File: src/rtl/flash_word_pkg.sv
/*
  Shared constants for the single-word flash program sequencer: register byte
  offsets, field positions, unlock key values and timing counts.
  Assumes a 200 MHz core clock and an AXI4-Lite register bus.
*/
package flash_word_pkg;

  // ****************************************
  // register map (byte addresses)
  // ****************************************
  localparam logic [7:0] ADDR_PTR_UPPER = 8'h00;
  localparam logic [7:0] ADDR_PTR_HIGH = 8'h04;
  localparam logic [7:0] ADDR_PTR_LOW = 8'h08;
  localparam logic [7:0] ADDR_DATA_LATCH = 8'h0C;
  localparam logic [7:0] ADDR_TABLE_STORE = 8'h10;
  localparam logic [7:0] ADDR_KEY_PORT = 8'h14;
  localparam logic [7:0] ADDR_WRITE_CTRL = 8'h18;
  localparam logic [7:0] ADDR_IRQ_STATUS = 8'h1C;
  localparam logic [7:0] ADDR_IRQ_MASK = 8'h20;
  localparam logic [7:0] ADDR_HOLD_WORD = 8'h24;
  localparam logic [7:0] ADDR_RESET_CAUSE = 8'h28;

  // ****************************************
  // flash_write_control fields
  // ****************************************
  localparam int CTRL_SINGLE_WORD = 5;
  localparam int CTRL_ERASE_SEL = 4;
  localparam int CTRL_ABORTED = 3;
  localparam int CTRL_WRITE_EN = 2;
  localparam int CTRL_START = 1;
  localparam logic [7:0] CTRL_IMPL_MASK = 8'h3E;

  // table store op: bit 0 post-increments the pointer
  localparam int STORE_POST_INC = 0;
  // reset cause register: bit 0 pin reset, bit 1 watchdog
  localparam int CAUSE_PIN = 0;
  localparam int CAUSE_WATCHDOG = 1;

  // irq status bits
  localparam int IRQ_DONE = 0;
  localparam int IRQ_ABORT = 1;

  localparam logic [7:0] KEY_FIRST = 8'h55;
  localparam logic [7:0] KEY_SECOND = 8'hAA;

  localparam logic [20:0] PTR_RESET = 21'h000000;
  localparam logic [7:0] BYTE_RESET = 8'h00;

  // ****************************************
  // timing
  // ****************************************
  localparam int CLK_PERIOD_PS = 5000;
  localparam int WORD_WRITE_TIME_NS = 50000;
  localparam int WORD_WRITE_CYCLES = (WORD_WRITE_TIME_NS * 1000) / CLK_PERIOD_PS;

  typedef enum logic [1:0] {
    ST_IDLE = 2'b00,
    ST_WRITE = 2'b01,
    ST_DONE = 2'b10
  } seq_state_t;

endpackage

File: src/rtl/flash_word_counter.sv
/*
  Down counter timing the internal word-write interval.
  Assumes load and clear are single-cycle strobes from the sequencer.
*/
`timescale 1ns/1ps
module flash_word_counter #(
  parameter int WIDTH = 24
) (
  input wire logic aclk,
  input wire logic aresetn,
  input wire logic load,
  input wire logic [WIDTH-1:0] load_value,
  input wire logic clear,
  output logic expired
);

  typedef struct packed {
    logic [WIDTH-1:0] count;
    logic running;
    logic expired;
  } counter_state_t;

  counter_state_t cur;
  counter_state_t next_cur;

  always_comb begin
    next_cur = cur;
    next_cur.expired = 1'b0;
    if (clear) begin
      next_cur.running = 1'b0;
      next_cur.count = '0;
    end else if (load) begin
      next_cur.running = 1'b1;
      next_cur.count = load_value;
    end else if (cur.running) begin
      if (cur.count <= WIDTH'(1)) begin
        next_cur.running = 1'b0;
        next_cur.expired = 1'b1;
        next_cur.count = '0;
      end else begin
        next_cur.count = cur.count - WIDTH'(1);
      end
    end
  end

  always_ff @(posedge aclk) begin
    if (!aresetn) begin
      cur <= '0;
    end else begin
      cur <= next_cur;
    end
  end

  assign expired = cur.expired;

endmodule

File: src/rtl/flash_word_sequencer.sv
/*
  Single-word flash program sequencer with AXI4-Lite register slave.
  Holds the table pointer, data latch, two holding bytes, unlock detector,
  control register and the word-write timer; drives the flash macro and
  a CPU stall level. Assumes pin and watchdog reset causes arrive as
  one-cycle pulses that are not themselves the bus reset.
*/
`timescale 1ns/1ps
module flash_word_sequencer (
  input wire logic aclk,
  input wire logic aresetn,
  input wire logic [7:0] s_axi_awaddr,
  input wire logic s_axi_awvalid,
  output logic s_axi_awready,
  input wire logic [31:0] s_axi_wdata,
  input wire logic [3:0] s_axi_wstrb,
  input wire logic s_axi_wvalid,
  output logic s_axi_wready,
  output logic [1:0] s_axi_bresp,
  output logic s_axi_bvalid,
  input wire logic s_axi_bready,
  input wire logic [7:0] s_axi_araddr,
  input wire logic s_axi_arvalid,
  output logic s_axi_arready,
  output logic [31:0] s_axi_rdata,
  output logic [1:0] s_axi_rresp,
  output logic s_axi_rvalid,
  input wire logic s_axi_rready,
  input wire logic external_reset_pin,
  input wire logic watchdog_timer,
  output logic cpu_stall,
  output logic flash_prog,
  output logic [20:0] flash_addr,
  output logic [15:0] flash_data,
  output logic irq
);

  localparam int CW = 24;
  localparam logic [CW-1:0] WRITE_LOAD = CW'(flash_word_pkg::WORD_WRITE_CYCLES);

  typedef struct packed {
    logic aw_held;
    logic [7:0] aw_addr;
    logic w_held;
    logic [31:0] w_data;
    logic [3:0] w_strb;
    logic bvalid;
    logic [1:0] bresp;
    logic rvalid;
    logic [31:0] rdata;
    logic [1:0] rresp;
    logic [20:0] table_pointer;
    logic [7:0] table_data_latch;
    logic [15:0] hold;
    logic [1:0] key_stage;
    logic single_word_enable;
    logic erase_sel;
    logic aborted_program_flag;
    logic memory_write_enable;
    logic start;
    logic [1:0] irq_status;
    logic [1:0] irq_mask;
    logic [1:0] reset_cause;
    flash_word_pkg::seq_state_t state;
    logic cpu_stall;
    logic flash_prog;
    logic [20:0] flash_addr;
    logic [15:0] flash_data;
    logic irq;
    logic timer_load;
    logic aw_ready;
    logic w_ready;
    logic ar_ready;
  } seq_t;

  seq_t cur;
  seq_t next_cur;
  logic timer_expired;
  logic timer_clear;

  flash_word_counter #(.WIDTH(CW)) word_timer (
    .aclk(aclk),
    .aresetn(aresetn),
    .load(cur.timer_load),
    .load_value(WRITE_LOAD),
    .clear(timer_clear),
    .expired(timer_expired)
  );

  // ****************************************
  // sequencing and register file
  // ****************************************
  logic ext_abort;
  logic do_write;
  logic do_read;
  logic [7:0] wbyte;
  logic [7:0] ctrl_read;

  assign ext_abort = external_reset_pin | watchdog_timer;
  assign timer_clear = ext_abort;

  always_comb begin
    next_cur = cur;
    next_cur.timer_load = 1'b0;
    do_write = cur.aw_held && cur.w_held && !cur.bvalid;
    do_read = s_axi_arvalid && !cur.rvalid;
    wbyte = cur.w_strb[0] ? cur.w_data[7:0] : 8'h00;
    ctrl_read = {2'b00, cur.single_word_enable, cur.erase_sel, cur.aborted_program_flag,
      cur.memory_write_enable, cur.start, 1'b0};

    if (s_axi_awvalid && !cur.aw_held) begin
      next_cur.aw_held = 1'b1;
      next_cur.aw_addr = s_axi_awaddr;
    end
    if (s_axi_wvalid && !cur.w_held) begin
      next_cur.w_held = 1'b1;
      next_cur.w_data = s_axi_wdata;
      next_cur.w_strb = s_axi_wstrb;
    end
    if (cur.bvalid && s_axi_bready) begin
      next_cur.bvalid = 1'b0;
    end
    if (cur.rvalid && s_axi_rready) begin
      next_cur.rvalid = 1'b0;
    end

    // ---- register writes ----
    if (do_write) begin
      next_cur.aw_held = 1'b0;
      next_cur.w_held = 1'b0;
      next_cur.bvalid = 1'b1;
      next_cur.bresp = 2'b00;
      // any bus write other than the second key breaks the unlock
      next_cur.key_stage = 2'd0;
      unique case (cur.aw_addr)
        flash_word_pkg::ADDR_PTR_UPPER: if (cur.w_strb[0]) begin
          next_cur.table_pointer[20:16] = wbyte[4:0];
        end
        flash_word_pkg::ADDR_PTR_HIGH: if (cur.w_strb[0]) begin
          next_cur.table_pointer[15:8] = wbyte;
        end
        flash_word_pkg::ADDR_PTR_LOW: if (cur.w_strb[0]) begin
          next_cur.table_pointer[7:0] = wbyte;
        end
        flash_word_pkg::ADDR_DATA_LATCH: if (cur.w_strb[0]) next_cur.table_data_latch = wbyte;
        flash_word_pkg::ADDR_TABLE_STORE: begin
          // holding byte picked by pointer bit 0
          if (cur.table_pointer[0]) begin
            next_cur.hold[15:8] = cur.table_data_latch;
          end else begin
            next_cur.hold[7:0] = cur.table_data_latch;
          end
          if (cur.w_strb[0] && cur.w_data[flash_word_pkg::STORE_POST_INC]) begin
            next_cur.table_pointer = cur.table_pointer + 21'h000001;
          end
        end
        flash_word_pkg::ADDR_KEY_PORT: begin
          // nothing stored, only the detector advances
          if (cur.w_strb[0] && wbyte == flash_word_pkg::KEY_FIRST) begin
            next_cur.key_stage = 2'd1;
          end else if (cur.w_strb[0] && cur.key_stage == 2'd1 &&
              wbyte == flash_word_pkg::KEY_SECOND) begin
            next_cur.key_stage = 2'd2;
          end
        end
        flash_word_pkg::ADDR_WRITE_CTRL: if (cur.w_strb[0]) begin
          if (cur.state == flash_word_pkg::ST_IDLE) begin
            next_cur.single_word_enable = wbyte[flash_word_pkg::CTRL_SINGLE_WORD];
            next_cur.erase_sel = wbyte[flash_word_pkg::CTRL_ERASE_SEL];
            next_cur.memory_write_enable = wbyte[flash_word_pkg::CTRL_WRITE_EN];
          end
          // software may only clear the aborted flag
          if (!wbyte[flash_word_pkg::CTRL_ABORTED]) next_cur.aborted_program_flag = 1'b0;
          if (wbyte[flash_word_pkg::CTRL_START] && cur.state == flash_word_pkg::ST_IDLE &&
              cur.memory_write_enable && cur.key_stage == 2'd2 &&
              wbyte[flash_word_pkg::CTRL_WRITE_EN]) begin
            next_cur.start = 1'b1;
            next_cur.state = flash_word_pkg::ST_WRITE;
            next_cur.timer_load = 1'b1;
            next_cur.cpu_stall = 1'b1;
            next_cur.flash_prog = 1'b1;
            next_cur.flash_addr = cur.single_word_enable ? {cur.table_pointer[20:1], 1'b0}
              : {cur.table_pointer[20:6], 6'h00};
            next_cur.flash_data = cur.hold;
          end
        end
        flash_word_pkg::ADDR_IRQ_STATUS: if (cur.w_strb[0]) begin
          next_cur.irq_status = cur.irq_status & ~wbyte[1:0];
        end
        flash_word_pkg::ADDR_IRQ_MASK: if (cur.w_strb[0]) next_cur.irq_mask = wbyte[1:0];
        flash_word_pkg::ADDR_RESET_CAUSE: if (cur.w_strb[0]) begin
          next_cur.reset_cause = cur.reset_cause & ~wbyte[1:0];
        end
        flash_word_pkg::ADDR_HOLD_WORD: next_cur.bresp = 2'b00;
        default: next_cur.bresp = 2'b10;
      endcase
    end

    // ---- write cycle ----
    unique case (cur.state)
      flash_word_pkg::ST_IDLE: begin
      end
      flash_word_pkg::ST_WRITE: begin
        if (ext_abort) begin
          next_cur.aborted_program_flag = 1'b1;
          next_cur.irq_status[flash_word_pkg::IRQ_ABORT] = 1'b1;
          next_cur.state = flash_word_pkg::ST_IDLE;
          next_cur.start = 1'b0;
          next_cur.cpu_stall = 1'b0;
          next_cur.flash_prog = 1'b0;
        end else if (timer_expired) begin
          next_cur.state = flash_word_pkg::ST_DONE;
          next_cur.flash_prog = 1'b0;
        end
      end
      flash_word_pkg::ST_DONE: begin
        next_cur.state = flash_word_pkg::ST_IDLE;
        next_cur.start = 1'b0;
        next_cur.cpu_stall = 1'b0;
        next_cur.irq_status[flash_word_pkg::IRQ_DONE] = 1'b1;
      end
      default: next_cur.state = flash_word_pkg::ST_IDLE;
    endcase
    if (external_reset_pin) next_cur.reset_cause[flash_word_pkg::CAUSE_PIN] = 1'b1;
    if (watchdog_timer) next_cur.reset_cause[flash_word_pkg::CAUSE_WATCHDOG] = 1'b1;

    // ---- register reads ----
    if (do_read) begin
      next_cur.rvalid = 1'b1;
      next_cur.rresp = 2'b00;
      next_cur.rdata = 32'h00000000;
      unique case (s_axi_araddr)
        flash_word_pkg::ADDR_PTR_UPPER: next_cur.rdata[4:0] = cur.table_pointer[20:16];
        flash_word_pkg::ADDR_PTR_HIGH: next_cur.rdata[7:0] = cur.table_pointer[15:8];
        flash_word_pkg::ADDR_PTR_LOW: next_cur.rdata[7:0] = cur.table_pointer[7:0];
        flash_word_pkg::ADDR_DATA_LATCH: next_cur.rdata[7:0] = cur.table_data_latch;
        flash_word_pkg::ADDR_TABLE_STORE: next_cur.rdata[7:0] = 8'h00;
        flash_word_pkg::ADDR_KEY_PORT: next_cur.rdata[7:0] = 8'h00;
        flash_word_pkg::ADDR_WRITE_CTRL: next_cur.rdata[7:0] = ctrl_read;
        flash_word_pkg::ADDR_IRQ_STATUS: next_cur.rdata[1:0] = cur.irq_status;
        flash_word_pkg::ADDR_IRQ_MASK: next_cur.rdata[1:0] = cur.irq_mask;
        flash_word_pkg::ADDR_HOLD_WORD: next_cur.rdata[15:0] = cur.hold;
        flash_word_pkg::ADDR_RESET_CAUSE: next_cur.rdata[1:0] = cur.reset_cause;
        default: next_cur.rresp = 2'b10;
      endcase
    end

    next_cur.irq = |(next_cur.irq_status & next_cur.irq_mask);
    // readies registered so that every bus output leaves a flip-flop
    next_cur.aw_ready = !next_cur.aw_held;
    next_cur.w_ready = !next_cur.w_held;
    next_cur.ar_ready = !next_cur.rvalid;
  end

  always_ff @(posedge aclk) begin
    if (!aresetn) begin
      cur <= '0;
      // slots are empty in reset, so the readies idle high
      cur.aw_ready <= 1'b1;
      cur.w_ready <= 1'b1;
      cur.ar_ready <= 1'b1;
    end else begin
      cur <= next_cur;
    end
  end

  // ****************************************
  // outputs
  // ****************************************
  assign s_axi_awready = cur.aw_ready;
  assign s_axi_wready = cur.w_ready;
  assign s_axi_bvalid = cur.bvalid;
  assign s_axi_bresp = cur.bresp;
  assign s_axi_arready = cur.ar_ready;
  assign s_axi_rvalid = cur.rvalid;
  assign s_axi_rdata = cur.rdata;
  assign s_axi_rresp = cur.rresp;
  assign cpu_stall = cur.cpu_stall;
  assign flash_prog = cur.flash_prog;
  assign flash_addr = cur.flash_addr;
  assign flash_data = cur.flash_data;
  assign irq = cur.irq;

endmodule

File: config.mk
export PLATFORM = sky130hd
export DESIGN_NAME = flash_word_sequencer
export DESIGN_NICKNAME = d
export VERILOG_FILES = /design/src/rtl/flash_word_pkg.sv /design/src/rtl/flash_word_counter.sv /design/src/rtl/flash_word_sequencer.sv
export SDC_FILE = /design/constraint.sdc
export NUM_CORES = 1
export LEC_CHECK = 0
export ABC_AREA = 1
export BUFFER_PORTS_ARGS = -buffer_cell sky130_fd_sc_hd__buf_2
export CORE_ASPECT_RATIO = 1.4
export CORE_MARGIN = 2
export CORE_UTILIZATION = 40
export DETAILED_ROUTE_END_ITERATION = 7
export GPL_ROUTABILITY_DRIVEN = 0
export PLACE_DENSITY = 0.59
export SYNTH_ARGS = -nofsm -noshare
export SYNTH_HDL_FRONTEND = slang
export SYNTH_HIERARCHICAL = 1
export SYNTH_SLANG_ARGS = --single-unit
File: constraint.sdc
create_clock -name aclk -period 2.2 [get_ports aclk]
set_input_delay 0.44 -clock aclk [delete_from_list [all_inputs] [get_ports aclk]]
set_output_delay 0.44 -clock aclk [all_outputs]
set_load 0.02 [all_outputs]
==> out/metrics.csv, run 1 <==
stage;metric;value;unit
cells_and_area;area of the multi-input gates;0.00442;mm²
logic_synthesis;Area contributors post-synth;dfxtp_1 38%, nand2_1 9.6%, nor2_1 9.1%;
cells_and_area;Design Area, Final;0.00994;mm²
pwr;Pwr Density;667;mW/mm²
die;DIE AREA;0.0236;mm²
global_routing;overall routing resource usage;21.2;%
logic_synthesis;Yosys reg bits;168;
sta;RSZ-0062 raised after global routing;false;
sta;Final Hold Fails;0;
logic_synthesis;portion of netlist area occupied by mux cells;0;%
route;detailed-route wire length per cell;14.4;µm
logic_synthesis;Ys Warns;6;
pwr;combinational share of power;7.4;%
die;Die X-Extent;130;µm
worst_setup_path;Crit Path Class;flip-flop to flip-flop;
route;Initial DRT Pass Iterations;6;
min_path;Hold Path Class;input port to flip-flop;
placement;port bufs;95;
pwr;P_int;4.97;mW
worst_setup_path;CP top delay family;simple AND/OR/NAND/NOR gates;
die;Site Rows;64;
logic_synthesis;simple-gate share of the synthesized area;29.7;%
worst_setup_path;Startpoint Class;flip-flop;
route;ANT nets after route;0;
worst_setup_path;stages on the worst setup path;8;
cts;setup bufs post-CTS;0;
cts;CTS H-tree lvls;4;
die;# IOs;142;
logic_synthesis;largest area contributor in the netlist;dfxtp_1;
worst_setup_path;Crit Reg-Reg Endpoint;flash_addr[19];
route;via count;8253;
pwr;Clock power frac;45.1;%
logic_synthesis;post-synth top area share;37.6;%
cells_and_area;synth-to-layout area growth;11.1;%
cts;Hold Buf Count CTS;0;
cts;Num Clock Sinks;168;
sta;Setup violations, final;0;
cts;Num CTS Buffers;17;
cts;# resized after CTS;0;
logic_synthesis;largest family of logic cells by synthesized area;simple AND/OR/NAND/NOR gates;
logic_synthesis;Avg Cell Area, Syn;6.78;µm²
cts;worst skew pair latency;440;ps
logic_synthesis;adder-cell share of the synthesized area;0.839;%
placement;post-DP HPWL;18.1;mm
job;max-cap viol count;0;
route;initial drt markers;560;
cells_and_area;flip-flop and latch area;0.00336;mm²
logic_synthesis;Post-synth EDFFs;0;
cts;Longest Clk Path Bufs;2;
cells_and_area;antenna fix cells;0;
cells_and_area;number of fill cells;2387;
logic_synthesis;Post-Syn Instances;1320;
die;Starting Density;40.8;%
logic_synthesis;Async SR Flop Fraction;0;%
route;total wire length;24.3;mm
global_routing;pin count of the biggest net entering global routing;56;
cells_and_area;Finished Layout Cells;1688;
die;Die Y;181;µm
worst_setup_path;crit end category;flip-flop;
worst_setup_path;worst reg2reg setup slack;370;ps
cells_and_area;Final #Nets;1446;
sta;Worst Clk Skew;10.6;ps
placement;DP Area;0.00936;mm²
cts;Clock transition at path regs;60;ps
worst_setup_path;CP arrival;2150;ps
sta;Slew Viols, Final;0;
worst_setup_path;R2R Path Start;cur[44];
sta;Setup Total Neg Slack;0;ps
placement;dpl cells;1657;
min_path;worst hold stages;3;
pwr;Switching Share;25.1;%
sta;fin crit period;1830;ps
worst_setup_path;critical path data required time;2520;ps
global_routing;initial antenna violation count;0;
global_routing;Overflow after GRT;0;
cts;TritonCTS clock tree;yes;
min_path;Hold EP;cur[180];
logic_synthesis;Syn Std Cell Area;0.00895;mm²
die;area of the core;0.0219;mm²
status;status;complete, no violations;
sta;f_max;547;MHz
logic_synthesis;main flop type after synthesis;dfxtp_1;
worst_setup_path;critical path fanouts, max;39;
global_routing;vias in the first global route;7844;
worst_setup_path;Worst R2R Path Depth;8;
logic_synthesis;post-synthesis sequential area ratio;37.6;%
route;number of vias per cell;4.89;
worst_setup_path;max incr delay on CP;310;ps
pwr;Switch Pwr;1.66;mW
pwr;sequential power share;47.5;%
sta;Tcrit/Tclk final;83.1;%
pwr;Leakage;4.37;nW
logic_synthesis;Post-Synth XOR/XNOR Area;0.587;%
worst_setup_path;CP Cell Sequence;inv_1, ha_1, nand3_1, nor4_2, nand2_2, buf_4, o21ai_0, nor2_1;
worst_setup_path;worst-path cell with the longest stage delay;dfxtp_1;
logic_synthesis;Compound-Gate Fraction of Synth Area;16.4;%
cts;clk root buf;clkbuf_16;
min_path;Worst Hold Launch;s_axi_awaddr[1];
pwr;PnR Total Power;6.63;mW
logic_synthesis;synth unique cells;48;
cells_and_area;proportion of layout cells with a drive suffix above 1;14.2;%
pwr;VDD IR max;0.000548;V
worst_setup_path;Worst Path Buf+Inv;2;
global_routing;first-pass GRT wire length;39.5;mm
route;residual DRC count;0;
-- power groups by stage --
stage	clock, mW	combinational, mW	sequential [mW]
after floorplan	0	0.378	3.21
after CTS	3.06	0.489	3.15
after detailed placement	0	0.488	3.22
final	2.99	0.489	3.15
after global placement	0	0.483	3.22
after global routing	3.21	0.546	3.16
-- routing by layer --
layer | track usage [%] | vias up | part of all wire [%]
met5 | 0 | - | 0
met4 | 10.5 | 0 | 4.3
met3 | 3.82 | 61 | 3.7
met2 | 36.7 | 192 | 50
met1 | 24.9 | 3725 | 42
li1 | - | 4275 | -
-- stage by stage --
stage | util, % | hold WS (ps) | setup WS, ps
3_3_place_gp | 42.7 | 453 | 278
6_report | 45.3 | 236 | 373
2_1_floorplan | - | 433 | 687
5_1_grt | 45.3 | 242 | 196
3_5_place_dp | 42.7 | 455 | 261
4_1_cts | 45.3 | 226 | 353
-- worst reg2reg max path, stage by stage, from the launching register on --
cell	delay [ps]
dfxtp_1	310
inv_1	110
ha_1	220
nand3_1	100
nor4_2	270
nand2_2	110
buf_4	280
o21ai_0	270
nor2_1	60
-- synthesized netlist by cell type, types with 4 or more instances --
master    instances
nor2_2           10
o21ai_0         116
nor2_1          217
o21ai_1          20
xor2_1            6
dfxtp_1         168
ha_1              6
buf_4            81
a22oi_1          19
nor2_4            8
buf_2             5
nand3_1          85
buf_6             4
clkbuf_1         26
nand2_1         229
nand4_1          16
inv_1           135
nand2_2          11
nor3_1            4
a21oi_1         106
inv_2             6
-- flip-flops by register name, summed over array words and instances, names as in the netlist --
name                cells
s_axi_rvalid            1
flash_prog              1
word_timer/cur         25
s_axi_rresp             1
s_axi_arready           1
s_axi_wready            1
cpu_stall               1
ctrl_read               5
cur                    75
s_axi_awready           1
irq                     1
s_axi_bresp             1
s_axi_rdata            16
flash_data             16
s_axi_bvalid            1
word_timer/expired      1
flash_addr             20
-- placed cells by master (no fill, tap or decap), types with 8 or more instances in the layout --
cell | synthesis | final
inv_1 | 135 | 135
nor2_4 | 8 | 8
nand2_2 | 11 | 11
a21oi_1 | 106 | 106
a22oi_1 | 19 | 19
o21ai_0 | 116 | 116
dfxtp_1 | 168 | 168
clkbuf_16 | 0 | 17
o21ai_1 | 20 | 20
buf_4 | 81 | 21
nor2_1 | 217 | 217
buf_2 | 5 | 95
conb_1 | 2 | 43
nand4_1 | 16 | 16
nand3_1 | 85 | 85
nor2_2 | 10 | 10
nand2_1 | 229 | 229
-- layout make-up --
type / count / area share (%)
Timing Repair Buffer: 118 / 6.77
Clock inverter: 10 / 1.23
Tap cell: 297 / 3.74
Sequential cell: 168 / 33.8
Clock buffer: 21 / 4.63
Inverter: 142 / 5.39
Multi-Input combinational cell: 932 / 44.4
-- cell families after synthesis --
logic type      after synthesis
fa+ha+maj                     6
simple gates                602
other cells                   2
buf+inv                     261
flops                       168
xor+xnor                      6
compound gates              275
-- worst max path at each step --
stage | startpoint | slack [ps] | end
2_1_floorplan | cur[44] | 690 | flash_data[14]
3_3_place_gp | s_axi_araddr[7] | 280 | s_axi_rdata[7]
3_5_place_dp | s_axi_araddr[7] | 260 | s_axi_rdata[7]
4_1_cts | cur[44] | 350 | flash_addr[7]
5_1_grt | cur[44] | 200 | flash_data[3]
6_report | cur[44] | 370 | flash_addr[19]
(Power assumes the default switching activity.)
==> run 2: changes to the inputs <==
clock period = 1.8 ns   (was 2.2 ns; I/O delays follow)
==> run 2 against run 1 <==
Against the previous run: sequential share of layout area is 0.67 points lower; worst setup slack worse by 270 ps; sequential power is 22% higher; clock power is 19% higher.
==> out/metrics.csv, run 2 (synthesized netlist as in run 1, its figures left out) <==
stage;metric;value;unit;change
cells_and_area;proportion of layout cells with a drive suffix above 1;16.0;%;+1.8 points
pwr;sequential power share;47.9;%;+0.4 points
cells_and_area;max reg flops;75;;unchanged
cts;worst skew pair latency;440;ps;about the same
worst_setup_path;Crit Path Class;flip-flop to flip-flop;;
pwr;Clock power frac;44.4;%;-0.7 points
die;DIE AREA;0.0236;mm²;unchanged
cts;Longest Clk Path Bufs;2;;unchanged
worst_setup_path;crit end category;flip-flop;;
global_routing;first-pass GRT wire length;38.9;mm;-1.5%
sta;Slew @ Worst Pin;510;ps;
placement;pre-CTS WS;52.7;ps;-209 ps
worst_setup_path;worst-path cell with the longest stage delay;dfxtp_1;;
cells_and_area;Biggest register;cur;;
cells_and_area;Design Area, Final;0.0101;mm²;+2.0%
route;ANT nets after route;0;;unchanged
cells_and_area;Final #Nets;1470;;+1.7%
pwr;Leakage;4.49;nW;+2.8%
sta;Slew HR;66.0;%;
die;Site Rows;64;;unchanged
sta;fin crit period;1700;ps;-132 ps
worst_setup_path;max incr delay on CP;340;ps;+30 ps
worst_setup_path;Critical Path Most Common Cell;nand2_2;;
sta;Tcrit/Tclk final;94.2;%;+11 points
worst_setup_path;Startpoint Class;flip-flop;;
pwr;Pwr Density;792;mW/mm²;+19%
worst_setup_path;R2R Path Start;cur[187];;
global_routing;pin count of the biggest net entering global routing;60;;+7.1%
min_path;Hold Path Class;input port to flip-flop;;
status;status;complete, no violations;;
placement;DP Area;0.00954;mm²;+1.9%
cts;clk root buf;clkbuf_16;;
die;Starting Density;40.8;%;unchanged
pwr;Switch Pwr;2.07;mW;+25%
route;Initial DRT Pass Iterations;6;;unchanged
route;detailed-route wire length per cell;14.2;µm;-1.2%
worst_setup_path;CP Launch Point;cur[187];;
worst_setup_path;worst reg2reg setup slack;100;ps;-270 ps
die;Die X-Extent;130;µm;unchanged
die;# IOs;142;;unchanged
global_routing;Overflow after GRT;0;;unchanged
pwr;PnR Total Power;8.04;mW;+21%
cts;Hold Buf Count CTS;0;;unchanged
worst_setup_path;critical path data required time;2170;ps;-350 ps
min_path;Worst Hold Launch;s_axi_awaddr[0];;
route;total wire length;24.4;mm;+0.27%
sta;final worst slack;105;ps;-268 ps
route;residual DRC count;0;;unchanged
cells_and_area;synth-to-layout area growth;13.3;%;
route;via count;8316;;+0.76%
worst_setup_path;critical path fanouts, max;7;;-82%
sta;Final Hold Fails;0;;unchanged
worst_setup_path;CP arrival;2060;ps;-90 ps
pwr;P_int;5.97;mW;+20%
global_routing;vias in the first global route;7766;;-0.99%
cells_and_area;antenna fix cells;0;;unchanged
sta;Worst Clk Skew;11.9;ps;+1.33 ps
die;Die Y;181;µm;unchanged
sta;Slew Viols, Final;0;;unchanged
sta;f_max;590;MHz;+7.8%
worst_setup_path;CP Cell Sequence;inv_2, nor2_2, nand2_2, inv_1, nand2_2, nor2_4, buf_4, o21ai_1, nor2_1;;
cts;CTS H-tree lvls;4;;unchanged
placement;port bufs;95;;unchanged
pwr;Switching Share;25.8;%;+0.70 points
route;number of vias per cell;4.85;;-0.71%
route;initial drt markers;542;;-3.2%
die;area of the core;0.0219;mm²;unchanged
cells_and_area;most frequent cells in the layout;228 x nand2_1, 216 x nor2_1, 168 x dfxtp_1, 135 x inv_1, 113 x o21ai_0;;
cts;TritonCTS clock tree;yes;;
cts;Num Clock Sinks;168;;unchanged
sta;RSZ-0062 raised after global routing;true;;
placement;post-DP HPWL;18.7;mm;+3.1%
sta;Setup violations, final;0;;unchanged
job;max-cap viol count;0;;unchanged
global_routing;initial antenna violation count;1;;+1
pwr;VDD IR max;0.000648;V;+18%
cts;Clock transition at path regs;60;ps;about the same
cts;Num CTS Buffers;17;;unchanged
cells_and_area;most common cell after layout, fill and taps aside;nand2_1;;
global_routing;overall routing resource usage;21.0;%;-0.25 points
pwr;combinational share of power;7.7;%;+0.3 points
run 2: changes by cell type in the layout (fill, tap and decap cells not counted), moves of 2 or more:
cell      change
buf_4        +23
o21ai_1       +3
inv_6         +3
clkbuf_1      -2
o21ai_0       -3
run 2: through the flow:
stage                     cells  util (%)  setup TNS, ps  hold slack [ps]
after floorplan            1361         -              0              433
after global placement     1681      43.5              0              452
after detailed placement   1681      43.5              0              453
after CTS                  1713      46.1              0              141
after global routing       1713      46.2           -145              159
final                      1713      46.2              0              151
run 2: area by class of cell:
| class | count | area (µm²) |
|---|---|---|
| flip-flops and latches | 168 | 3360 |
| well taps | 297 | 372 |
| multi-input cells | 932 | 4440 |
| clock buffers | 19 | 453 |
| clock inverters | 13 | 123 |
| fillers | 2353 | 11800 |
| inverters | 142 | 538 |
| repair buffers | 142 | 857 |
run 2: power by group through the flow:
stage	clock, mW	sequential, mW	combinational [mW]
2_1_floorplan	0	3.93	0.462
3_3_place_gp	0	3.93	0.614
3_5_place_dp	0	3.93	0.619
4_1_cts	3.66	3.85	0.621
5_1_grt	3.80	3.86	0.697
6_report	3.56	3.85	0.623
run 2: path summary, 6_finish.rpt:
| path | end | depth (start not counted) |
|---|---|---|
| worst max-delay path | cur[95] | 9 |
| worst min-delay path | cur[179] | 3 |
| worst max register to register | cur[95] | 9 |
| worst min register to register | cur[65] | 2 |
run 2: repair_timing:
action | 4_1_cts | 5_1_grt
endpoints found under the setup margin | 0 | 43
setup buffers | 0 | 0
resized for setup | 0 | 9
run 2: metal layers:
metal	track usage, %	wire length [µm]	part of all wire, %
met1	23.8	10100	42
met2	37.9	12500	51
met3	3.85	916	3.8
met4	8.85	858	3.5
met5	0	0	0
run 2: worst max-delay path, delay by kind of cell, from the launching register on:
family / cells / cell delay (ps)
DFF: 1 / 340
buffers and inverters: 3 / 510
and+or+nand+nor: 5 / 720
AOI/OAI and AO/OA: 1 / 60
